<file path="src/logic/lst_pkg.sv">
// Purpose: Shared constants for the loop signal timing block
// Assumes: 20 MHz clock, AXI4-Lite register access
// Notes: Every timer setting is a count of milliseconds
package lst_pkg;
   // Clock and millisecond tick
   localparam int unsigned CLK_NS = 50;
   localparam int unsigned MS_NS = 1000000;
   localparam int unsigned TICK_CYC = (MS_NS + CLK_NS - 1) / CLK_NS;
   // Register byte offsets
   localparam logic [7:0] A_CTRL = 8'h00;
   localparam logic [7:0] A_STAT = 8'h04;
   localparam logic [7:0] A_MASK = 8'h08;
   localparam logic [7:0] A_INFO = 8'h0C;
   localparam logic [7:0] A_CFG = 8'h10;
   localparam int CFG_N = 10;
   // Setting words: low half, high half
   localparam int C_ST_BRK = 0;   // Station break min, max
   localparam int C_ST_MK = 1;    // Station make min, max
   localparam int C_FLASH = 2;    // Hookflash min, max
   localparam int C_OFFH = 3;     // Off-hook min, pulse guard
   localparam int C_GUARD = 4;    // Hang-up guard, loop open
   localparam int C_RING = 5;     // Ring slot, trunk seize
   localparam int C_TR_BRK = 6;   // Trunk break min, max
   localparam int C_TR_MK = 7;    // Trunk make min, max
   localparam int C_TX = 8;       // Transmit break, make
   localparam int C_TX_IDG = 9;   // Transmit interdigit
   // Control fields
   localparam int F_LDEN = 0;
   localparam int F_GO = 1;
   localparam int F_DIG = 4;
   // Status and mask bits
   localparam int S_STDIG = 0;
   localparam int S_FLASH = 1;
   localparam int S_HANG = 2;
   localparam int S_OFFH = 3;
   localparam int S_ERR = 4;
   localparam int S_SEIZE = 5;
   localparam int S_TRDIG = 6;
   localparam int S_TXDONE = 7;
   // Bus answers
   localparam logic [1:0] R_OK = 2'h0;
   localparam logic [1:0] R_SLV = 2'h2;
   // Default settings in ms
   localparam logic [15:0] D_BRK_MIN = 16'h000A;
   localparam logic [15:0] D_BRK_MAX = 16'h0064;
   localparam logic [15:0] D_MK_MIN = 16'h000A;
   localparam logic [15:0] D_MK_MAX = 16'h0064;
   localparam logic [15:0] D_FL_MIN = 16'h0069;
   localparam logic [15:0] D_FL_MAX = 16'h03E8;
   localparam logic [15:0] D_OFFH = 16'h0069;
   localparam logic [15:0] D_DPG = 16'h015E;
   localparam logic [15:0] D_HKG = 16'h012C;
   localparam logic [15:0] D_LD = 16'h07D0;
   localparam logic [15:0] D_RING = 16'h02EE;
   localparam logic [15:0] D_SZ = 16'h0030;
   localparam logic [15:0] D_TBRK_MIN = 16'h0014;
   localparam logic [15:0] D_TBRK_MAX = 16'h0068;
   localparam logic [15:0] D_TMK_MIN = 16'h000C;
   localparam logic [15:0] D_TMK_MAX = 16'h004C;
   localparam logic [15:0] D_TXB = 16'h003C;
   localparam logic [15:0] D_TXM = 16'h0028;
   localparam logic [15:0] D_IDG = 16'h0320;
   localparam logic [CFG_N-1:0][31:0] CFG_RST = {
      {16'h0000, D_IDG}, {D_TXM, D_TXB}, {D_TMK_MAX, D_TMK_MIN},
      {D_TBRK_MAX, D_TBRK_MIN}, {D_SZ, D_RING}, {D_LD, D_HKG},
      {D_DPG, D_OFFH}, {D_FL_MAX, D_FL_MIN}, {D_MK_MAX, D_MK_MIN},
      {D_BRK_MAX, D_BRK_MIN}};
   // Station and transmit sequencer states
   typedef enum logic [2:0] {ST_IDLE, ST_QUAL, ST_OFF, ST_OPEN, ST_GUARD} lst_st_type;
   typedef enum logic [1:0] {TX_IDLE, TX_BRK, TX_MAKE, TX_IDG} lst_tx_type;
endpackage : lst_pkg

</file>
<file path="src/logic/lst_top.sv">
// Purpose: Loop signal timing for a station port and a trunk channel
// Assumes: Inputs synchronous to aclk, software sets sane ranges
// Notes: All intervals have one millisecond resolution
module lst_top #(
   parameter int unsigned TICK_DIV = lst_pkg::TICK_CYC // Cycles per ms
) (
   input wire logic aclk,
   input wire logic aresetn,
   input wire logic [7:0] s_axi_awaddr,
   input wire logic s_axi_awvalid,
   output logic s_axi_awready,
   input wire logic [31:0] s_axi_wdata,
   input wire logic [3:0] s_axi_wstrb,
   input wire logic s_axi_wvalid,
   output logic s_axi_wready,
   output logic [1:0] s_axi_bresp,
   output logic s_axi_bvalid,
   input wire logic s_axi_bready,
   input wire logic [7:0] s_axi_araddr,
   input wire logic s_axi_arvalid,
   output logic s_axi_arready,
   output logic [31:0] s_axi_rdata,
   output logic [1:0] s_axi_rresp,
   output logic s_axi_rvalid,
   input wire logic s_axi_rready,
   input wire logic st_loop_closed,   // Station loop current seen
   input wire logic far_disc,         // Far end released, pulse
   input wire logic [7:0] ring_req,   // Ports that want ringing
   input wire logic tr_loop_current,  // Trunk loop current seen
   input wire logic tr_rx_closed,     // Trunk receive make state
   output logic st_loop_open,         // Open the station loop
   output logic [7:0] ring_out,       // Ring drive per port
   output logic tr_seize,             // Trunk line seized
   output logic tr_tx_closed,         // Trunk transmit relay closed
   output logic irq                   // Unmasked status pending
);
   import lst_pkg::*;

   ////////////////////////////////////////////////////////////////
   // State record

   localparam logic [14:0] DIV_LAST = 15'(TICK_DIV - 1);

   typedef struct packed {
      logic aw_h;                // Write address held
      logic [7:0] aw_a;
      logic w_h;                 // Write data held
      logic [31:0] w_d;
      logic [3:0] w_s;
      logic bv;
      logic [1:0] br;
      logic rv;
      logic [31:0] rd;
      logic [1:0] rr;
      logic [7:0] ctrl;          // Loop open enable, last digit
      logic [7:0] stat;          // Sticky events
      logic [7:0] mask;          // Interrupt enables
      logic [CFG_N-1:0][31:0] cfg;
      logic [14:0] div;          // Tick divider
      logic tick;                // One ms pulse
      lst_st_type st;
      logic [15:0] st_ms;        // Time since station change
      logic [15:0] dpg;          // Pulse guard left
      logic [3:0] st_pc;         // Station breaks counted
      logic [3:0] st_dig;
      logic offh;
      logic [15:0] ld;           // Loop open time left
      logic lopen;
      logic [1:0] rg;            // Ringing group
      logic [15:0] rg_ms;
      logic [7:0] ring;
      logic [15:0] sz_ms;        // Steady loop current time
      logic seized;
      logic tr_lvl;              // Last trunk receive state
      logic [15:0] tr_ms;
      logic [3:0] tr_pc;
      logic [3:0] tr_dig;
      lst_tx_type tx;
      logic [15:0] tx_ms;
      logic [3:0] tx_left;       // Breaks still to send
      logic tx_cl;
   } lst_state_type;

   lst_state_type s;             // Registered state
   lst_state_type n;             // Next state

   ////////////////////////////////////////////////////////////////
   // Helpers

   // Saturating ms count, so a long wait never wraps
   function automatic logic [15:0] inc(input logic [15:0] v);
      inc = (v == 16'hFFFF) ? v : v + 16'h0001;
   endfunction : inc

   // Inclusive window test
   function automatic logic inr(input logic [15:0] v, input logic [15:0] lo,
                                input logic [15:0] hi);
      inr = (v >= lo) && (v <= hi);
   endfunction : inr

   // Setting lookup, h selects the upper half
   function automatic logic [15:0] cf(input int i, input logic h);
      cf = h ? s.cfg[i][31:16] : s.cfg[i][15:0];
   endfunction : cf

   // Byte lane merge for strobed writes
   function automatic logic [31:0] merge(input logic [31:0] o, input logic [31:0] d,
                                         input logic [3:0] be);
      merge = o;
      for (int i = 0; i < 4; i++) begin
         if (be[i]) begin
            merge[8*i +: 8] = d[8*i +: 8];
         end
      end
   endfunction : merge

   // Settings window decode
   function automatic logic cfg_hit(input logic [7:0] a);
      cfg_hit = (a >= A_CFG) && (a < A_CFG + 8'(4 * CFG_N)) && (a[1:0] == 2'h0);
   endfunction : cfg_hit

   function automatic logic [3:0] cfg_idx(input logic [7:0] a);
      cfg_idx = 4'((a - A_CFG) >> 2);
   endfunction : cfg_idx

   // Break count to digit value
   function automatic logic [3:0] digit(input logic [3:0] c);
      digit = (c == 4'hA) ? 4'h0 : c;
   endfunction : digit

   // Register read, top bit flags a mapped address
   function automatic logic [32:0] rd_val(input logic [7:0] a);
      rd_val = {1'b1, 32'h0};
      if (a == A_CTRL) begin
         rd_val[7:0] = s.ctrl;
      end else if (a == A_STAT) begin
         rd_val[7:0] = s.stat;
      end else if (a == A_MASK) begin
         rd_val[7:0] = s.mask;
      end else if (a == A_INFO) begin
         rd_val[11:0] = {s.tx != TX_IDLE, s.seized, s.lopen, s.offh,
                         s.tr_dig, s.st_dig};
      end else if (cfg_hit(a)) begin
         rd_val[31:0] = s.cfg[cfg_idx(a)];
      end else begin
         rd_val = '0;
      end
   endfunction : rd_val

   ////////////////////////////////////////////////////////////////
   // Next state

   always_comb begin
      logic [7:0] ev;            // Events raised this cycle
      logic [7:0] clr;           // Status bits software clears
      logic go;                  // Transmit start write
      logic [32:0] rx;           // Read lookup
      logic [31:0] wv;           // Merged write value
      ev = '0;
      clr = '0;
      go = 1'b0;
      rx = '0;
      wv = '0;
      n = s;

      // Common ms tick drives every timer
      n.tick = 1'b0;
      if (s.div == DIV_LAST) begin
         n.div = '0;
         n.tick = 1'b1;
      end else begin
         n.div = s.div + 15'h0001;
      end

      // Write address and data taken in either order
      if (s_axi_awvalid && !s.aw_h) begin
         n.aw_h = 1'b1;
         n.aw_a = s_axi_awaddr;
      end
      if (s_axi_wvalid && !s.w_h) begin
         n.w_h = 1'b1;
         n.w_d = s_axi_wdata;
         n.w_s = s_axi_wstrb;
      end
      if (s.bv && s_axi_bready) begin
         n.bv = 1'b0;
      end
      // Both halves present, no answer pending
      if (s.aw_h && s.w_h && !s.bv) begin
         rx = rd_val(s.aw_a);
         wv = merge(rx[31:0], s.w_d, s.w_s);
         n.aw_h = 1'b0;
         n.w_h = 1'b0;
         n.bv = 1'b1;
         n.br = rx[32] ? R_OK : R_SLV;
         if (s.aw_a == A_CTRL) begin
            // Start bit is a strobe, never stored
            n.ctrl = wv[7:0] & 8'hF1;
            go = s.w_s[0] && s.w_d[F_GO] && (s.w_d[F_DIG +: 4] <= 4'hA);
         end else if (s.aw_a == A_STAT) begin
            clr = s.w_s[0] ? s.w_d[7:0] : 8'h00;
         end else if (s.aw_a == A_MASK) begin
            n.mask = wv[7:0];
         end else if (cfg_hit(s.aw_a)) begin
            n.cfg[cfg_idx(s.aw_a)] = wv;
         end
      end

      // Read answered one cycle after address taken
      if (s.rv && s_axi_rready) begin
         n.rv = 1'b0;
      end
      if (s_axi_arvalid && !s.rv) begin
         rx = rd_val(s_axi_araddr);
         n.rv = 1'b1;
         n.rd = rx[31:0];
         n.rr = rx[32] ? R_OK : R_SLV;
      end

      // Station hook and dial pulse decoder
      if (s.tick) begin
         n.st_ms = inc(s.st_ms);
      end
      if (s.tick && (s.dpg != 16'h0000)) begin
         n.dpg = s.dpg - 16'h0001;
      end
      case (s.st)
         ST_IDLE: begin
            if (st_loop_closed) begin
               n.st = ST_QUAL;
               n.st_ms = '0;
            end
         end
         ST_QUAL: begin
            // Must stay off-hook without a gap
            if (!st_loop_closed) begin
               n.st = ST_IDLE;
               n.st_ms = '0;
            end else if (s.st_ms >= cf(C_OFFH, 1'b0)) begin
               n.st = ST_OFF;
               n.st_ms = '0;
               n.offh = 1'b1;
               n.dpg = '0;
               n.st_pc = '0;
               ev[S_OFFH] = 1'b1;
            end
         end
         ST_OFF: begin
            if (!st_loop_closed) begin
               n.st = ST_OPEN;
               n.st_ms = '0;
               // Make between two breaks of one digit
               if ((s.st_pc != 4'h0) &&
                   !inr(s.st_ms, cf(C_ST_MK, 1'b0), cf(C_ST_MK, 1'b1))) begin
                  n.st_pc = '0;
                  ev[S_ERR] = 1'b1;
               end
            end else if ((s.st_pc != 4'h0) && (s.st_ms > cf(C_ST_MK, 1'b1))) begin
               // Long make closes the digit
               n.st_dig = digit(s.st_pc);
               n.st_pc = '0;
               n.dpg = cf(C_OFFH, 1'b1);
               ev[S_STDIG] = 1'b1;
            end
         end
         ST_OPEN: begin
            if (st_loop_closed) begin
               n.st = ST_OFF;
               n.st_ms = '0;
               if (inr(s.st_ms, cf(C_ST_BRK, 1'b0), cf(C_ST_BRK, 1'b1))) begin
                  // Breaks during the guard are dropped
                  if (s.dpg == 16'h0000) begin
                     n.st_pc = (s.st_pc == 4'hA) ? s.st_pc : s.st_pc + 4'h1;
                  end
               end else if (s.st_ms > cf(C_FLASH, 1'b0)) begin
                  n.st_pc = '0;
                  ev[S_FLASH] = 1'b1;
               end
            end else if (s.st_ms > cf(C_FLASH, 1'b1)) begin
               n.st = ST_GUARD;
               n.st_ms = '0;
               n.offh = 1'b0;
               n.st_pc = '0;
               ev[S_HANG] = 1'b1;
            end
         end
         ST_GUARD: begin
            // Line ignored while it settles
            if (s.st_ms >= cf(C_GUARD, 1'b0)) begin
               n.st = ST_IDLE;
               n.st_ms = '0;
            end
         end
         default: begin
            n.st = ST_IDLE;
         end
      endcase

      // Loop open after far end release
      if (s.tick && (s.ld != 16'h0000)) begin
         n.ld = s.ld - 16'h0001;
      end
      if (far_disc && s.ctrl[F_LDEN]) begin
         n.ld = cf(C_GUARD, 1'b1);
      end
      n.lopen = n.ld != 16'h0000;

      // Ring rotation limits supply load
      if (s.tick) begin
         n.rg_ms = inc(s.rg_ms);
      end
      if (s.rg_ms >= cf(C_RING, 1'b0)) begin
         n.rg = s.rg + 2'h1;
         n.rg_ms = '0;
      end
      n.ring = ring_req & 8'(8'h03 << {s.rg, 1'b0});

      // Trunk seize on steady loop current
      if (!tr_loop_current) begin
         n.sz_ms = '0;
         n.seized = 1'b0;
      end else begin
         if (s.tick) begin
            n.sz_ms = inc(s.sz_ms);
         end
         if (!s.seized && (s.sz_ms >= cf(C_RING, 1'b1))) begin
            n.seized = 1'b1;
            ev[S_SEIZE] = 1'b1;
         end
      end

      // Trunk receive pulse checker
      if (s.tick) begin
         n.tr_ms = inc(s.tr_ms);
      end
      if (tr_rx_closed != s.tr_lvl) begin
         n.tr_lvl = tr_rx_closed;
         n.tr_ms = '0;
         if (tr_rx_closed) begin
            if (inr(s.tr_ms, cf(C_TR_BRK, 1'b0), cf(C_TR_BRK, 1'b1))) begin
               n.tr_pc = (s.tr_pc == 4'hA) ? s.tr_pc : s.tr_pc + 4'h1;
            end else if (s.tr_pc != 4'h0) begin
               n.tr_pc = '0;
               ev[S_ERR] = 1'b1;
            end
         end else if ((s.tr_pc != 4'h0) &&
                      !inr(s.tr_ms, cf(C_TR_MK, 1'b0), cf(C_TR_MK, 1'b1))) begin
            n.tr_pc = '0;
            ev[S_ERR] = 1'b1;
         end
      end else if (s.tr_lvl && (s.tr_pc != 4'h0) && (s.tr_ms > cf(C_TR_MK, 1'b1))) begin
         n.tr_dig = digit(s.tr_pc);
         n.tr_pc = '0;
         ev[S_TRDIG] = 1'b1;
      end

      // Transmit pulse generator
      if (s.tick && (s.tx != TX_IDLE)) begin
         n.tx_ms = inc(s.tx_ms);
      end
      case (s.tx)
         TX_IDLE: begin
            // Start refused while a digit is out
            if (go) begin
               n.tx = TX_BRK;
               n.tx_ms = '0;
               n.tx_cl = 1'b0;
               n.tx_left = (s.w_d[F_DIG +: 4] == 4'h0) ? 4'hA : s.w_d[F_DIG +: 4];
            end
         end
         TX_BRK: begin
            if (s.tx_ms >= cf(C_TX, 1'b0)) begin
               n.tx = TX_MAKE;
               n.tx_ms = '0;
               n.tx_cl = 1'b1;
               n.tx_left = s.tx_left - 4'h1;
            end
         end
         TX_MAKE: begin
            if (s.tx_ms >= cf(C_TX, 1'b1)) begin
               n.tx_ms = '0;
               if (s.tx_left != 4'h0) begin
                  n.tx = TX_BRK;
                  n.tx_cl = 1'b0;
               end else begin
                  n.tx = TX_IDG;
               end
            end
         end
         TX_IDG: begin
            // Line rests closed until next digit
            if (s.tx_ms >= cf(C_TX_IDG, 1'b0)) begin
               n.tx = TX_IDLE;
               ev[S_TXDONE] = 1'b1;
            end
         end
         default: begin
            n.tx = TX_IDLE;
         end
      endcase

      // Set wins over a clear in the same cycle
      n.stat = (s.stat & ~clr) | ev;

      // Synchronous reset values
      if (!aresetn) begin
         n = '0;
         n.cfg = CFG_RST;
         n.tr_lvl = 1'b1;
         n.tx_cl = 1'b1;
         n.st = ST_IDLE;
         n.tx = TX_IDLE;
      end
   end

   ////////////////////////////////////////////////////////////////
   // State register

   always_ff @(posedge aclk) begin
      s <= n;
   end

   ////////////////////////////////////////////////////////////////
   // Outputs

   assign s_axi_awready = !s.aw_h;
   assign s_axi_wready = !s.w_h;
   assign s_axi_bvalid = s.bv;
   assign s_axi_bresp = s.br;
   assign s_axi_arready = !s.rv;
   assign s_axi_rvalid = s.rv;
   assign s_axi_rdata = s.rd;
   assign s_axi_rresp = s.rr;
   assign st_loop_open = s.lopen;
   assign ring_out = s.ring;
   assign tr_seize = s.seized;
   assign tr_tx_closed = s.tx_cl;
   assign irq = |(s.stat & s.mask);
endmodule : lst_top

</file>
<file path="config.mk">
export PLATFORM = sky130hd
export DESIGN_NAME = lst_top
export DESIGN_NICKNAME = d
export VERILOG_FILES = /design/src/logic/lst_pkg.sv /design/src/logic/lst_top.sv
export SDC_FILE = /design/constraint.sdc
export NUM_CORES = 2
export LEC_CHECK = 0
export BUFFER_PORTS_ARGS = -buffer_cell sky130_fd_sc_hd__buf_2
export CORE_MARGIN = 2
export CORE_UTILIZATION = 23
export CTS_BUF_LIST = sky130_fd_sc_hd__clkbuf_4 sky130_fd_sc_hd__clkbuf_8 sky130_fd_sc_hd__clkbuf_16
export DETAILED_ROUTE_END_ITERATION = 16
export PLACE_DENSITY_LB_ADDON = 0.12
export SYNTH_ARGS = -nofsm -noshare
export SYNTH_HDL_FRONTEND = slang
export SYNTH_SLANG_ARGS = --single-unit
</file>
<file path="constraint.sdc">
create_clock -name aclk -period 4.3 [get_ports aclk]
set_input_delay 0.86 -clock aclk [delete_from_list [all_inputs] [get_ports aclk]]
set_output_delay 0.86 -clock aclk [all_outputs]
set_load 0.005 [all_outputs]
</file>
==> out/results.txt <==
Outcome: finished clean
Final RePlAce weighted congestion: 0.925
WS Path Type: reg2reg
Layout cells sized above 1: 0.138
Async SR Flop Fraction: 0
Final Cycle Share: 0.811
Hold Path End: s_axi_rvalid
Post-Route Utilization: 0.268
HPWL after detailed placement: 122000 um
Pwr dens: 324 nW/um2
CTS tree: yes
Final instance area: 41300 um2
Slew HR: 0.161
CTS H-tree lvls: 3
Core Rows: 144
I/O pin count: 124
Worst-path clk slew: 0.06 ns
Number of global-route vias before repair: 29800
GRT Residual Overflow: 0
Final nets: 4566
Peak Freq: 287 MHz
Register bit total from synthesis: 591
VDD IR max: 0.000280 V
Setup repair after global routing missed its margin: false
Syn Area/Cell: 8.60 um2
DRC Markers: 0
Die Span X: 398 um
Largest net degree at the start of global routing: 88
Startpoint types: register
Hold-fix buffers at CTS: 0
Clock Latency Late Sink: 0.68 ns
Fill count: 16800
FF-to-FF End: s[187]
Hold path cells: 2
Dpl cells: 6153
Wirelength per Cell: 25.3 um
Detail Route Antenna Nets: 0
Synthesis Warnings: 0
Hold slack: 0.368 ns
Core footprint: 154000 um2
Final min period: 3.49 ns
Min-Delay Path Class: in2reg
Root buffer cell: clkbuf_16
R2r worst-path depth: 6
Total Neg Setup Slack: 0 ns
Most common library cells after synthesis: dfxtp_1 (591), nor2_1 (548), nand2_1 (359), inv_1 (310), ha_1 (309)
Area leader, netlist: dfxtp_1
Final Max Slew Viols: 0
Clk sinks: 591
Drt pass-1 iters: 6
Reg-to-reg startpoint: s[594]
Post-synthesis sequential area ratio: 0.331
Syn-to-layout area delta: 15.4%
Worst EP required: 4.86 ns
Gate Count Post-Synth: 4158
Placed inst area: 38700 um2
Clock buffer depth: 3
GRT Overall Usage: 0.197
Starting DRC count in detailed routing: 2650
Buffers on Ports: 121
Synth area leaders: dfxtp_1 (33%), ha_1 (11%), mux4_2 (8.1%), nor2_1 (5.7%), a211oi_1 (5.7%)
Crit end category: register
R2r setup slk: 0.81 ns
CTS Buf Count: 75
Die ar.: 159000 um2
Fin. Hold Viols: 0
Antenna violations before repair: 4
Total Routed Length: 159000 um
Hold_sp: s_axi_rready
Crit path max fanout: 10
Post-synth EDFFs: 0
Top cell type's share of synthesized area: 0.331
Finish-stage setup viols: 0
Vias post-DR: 31200
Worst EP arrival: 4.05 ns
Die H: 398 um
Leakage power: 15.8 nW
Slew at the pin with the worst max-slew slack: 1.25 ns
Synthesized area: 35800 um2
Post-cts sizing count: 0
Yosys cell types: 89
DR vias/cell: 4.96
Synth Flop Type: dfxtp_1
Initial Utilization: 0.232
Skew final: 0.0329 ns
First-pass GRT wire length: 226000 um
Cell with the most instances after synthesis: dfxtp_1
Max-cap violations: 0
Final Non-Filler Cells: 6288
Setup bufs post-CTS: 0
==> cells by family (layout without fill, tap and decap cells) <==
logic type	Yosys count	count (layout)	share of synthesized area
other	1	4	0.000105
XOR/XNOR	106	106	0.0259
flip-flops	591	591	0.331
adder cells (fa/ha/maj)	309	309	0.108
AO/OA/AOI/OAI	992	992	0.189
buffers and inverters	603	686	0.0714
multiplexers	215	215	0.105
AND/OR/NAND/NOR	1341	1341	0.170
==> critical path: stages (launching register included) <==
cell and delay [ns]:
dfxtp_1 0.31, nor4_1 0.83, nand4_1 0.60, nor2_1 1.02
a22oi_2 0.09, buf_4 0.28, a211oi_1 0.25
==> per-layer routing <==
layer,vias to the layer above,GRT usage,wire length (um)
li1,15000,-,-
met1,15200,0.266,72700
met2,798,0.322,73600
met3,187,0.0284,7330
met4,2,0.0600,5130
met5,-,0,17
==> layout make-up <==
cell class | count | area, um2 | share of cell area
Tap cell | 2044 | 2560 | 0.0620
Timing Repair Buffer | 241 | 1650 | 0.0399
Antenna cell | 2 | 5.00 | 0.000121
Clock inverter | 21 | 273 | 0.00661
Sequential cell | 591 | 11800 | 0.287
Inverter | 312 | 1180 | 0.0286
Multi-Input combinational cell | 2965 | 21500 | 0.520
Clock buffer | 112 | 2310 | 0.0559
==> power breakdown <==
part | internal [mW] | switching [mW] | total (mW)
Sequential | 5.53 | 0.103 | 5.63
Combinational | 0.326 | 0.738 | 1.06
Clock | 4.01 | 2.68 | 6.69
Total | 9.87 | 3.52 | 13.4
==> metrics by stage <==
stage               setup slack, ns  total power, mW
floorplan                      1.32             6.34
global route                  0.679             13.8
detailed placement            0.769             6.81
CTS                           0.760             13.6
finish                        0.812             13.4
global placement              0.741             6.82
==> cells in the final DEF (no fill, tap or decap), types with 11 or more instances in the layout <==
cell	instances
nor4_1	22
a21o_1	52
nand4_1	69
buf_4	111
mux2i_1	81
xor2_1	64
clkbuf_16	78
and2_1	21
a22oi_1	57
inv_1	310
o211ai_1	87
o21ai_1	18
dfxtp_1	589
nor2_4	11
mux4_2	128
nand3_1	77
ha_1	309
nor2_1	547
a22oi_2	24
o22ai_1	18
or3_1	15
a21oi_1	221
clkbuf_8	16
and4_1	16
and3_1	40
clkbuf_4	18
o21a_1	15
xnor2_1	42
nand2_1	359
nor3_1	67
nor2b_1	24
nand2b_1	28
o21ai_0	138
a211oi_1	270
buf_2	118
==> how the worst max path moves through the flow <==
stage,endpoint,cells after the start,slack [ns],start
6_report,s[187],6,0.81,s[594]
5_1_grt,s[195],5,0.68,s[594]
4_1_cts,s[187],6,0.76,s[594]
3_5_place_dp,s_axi_rdata[4],11,0.77,s_axi_araddr[4]
3_3_place_gp,s_axi_rdata[4],11,0.74,s_axi_araddr[4]
2_1_floorplan,s[302],14,1.32,s[591]
==> sequential cells by signal, indices dropped and copies added, names as in the netlist <==
register	flops
tr_seize	1
s_axi_rdata	32
s_axi_bresp	1
s	544
s_axi_rresp	1
tr_tx_closed	1
ring_out	8
s_axi_rvalid	1
st_loop_open	1
s_axi_bvalid	1
Power figures use the tool's default switching activity.
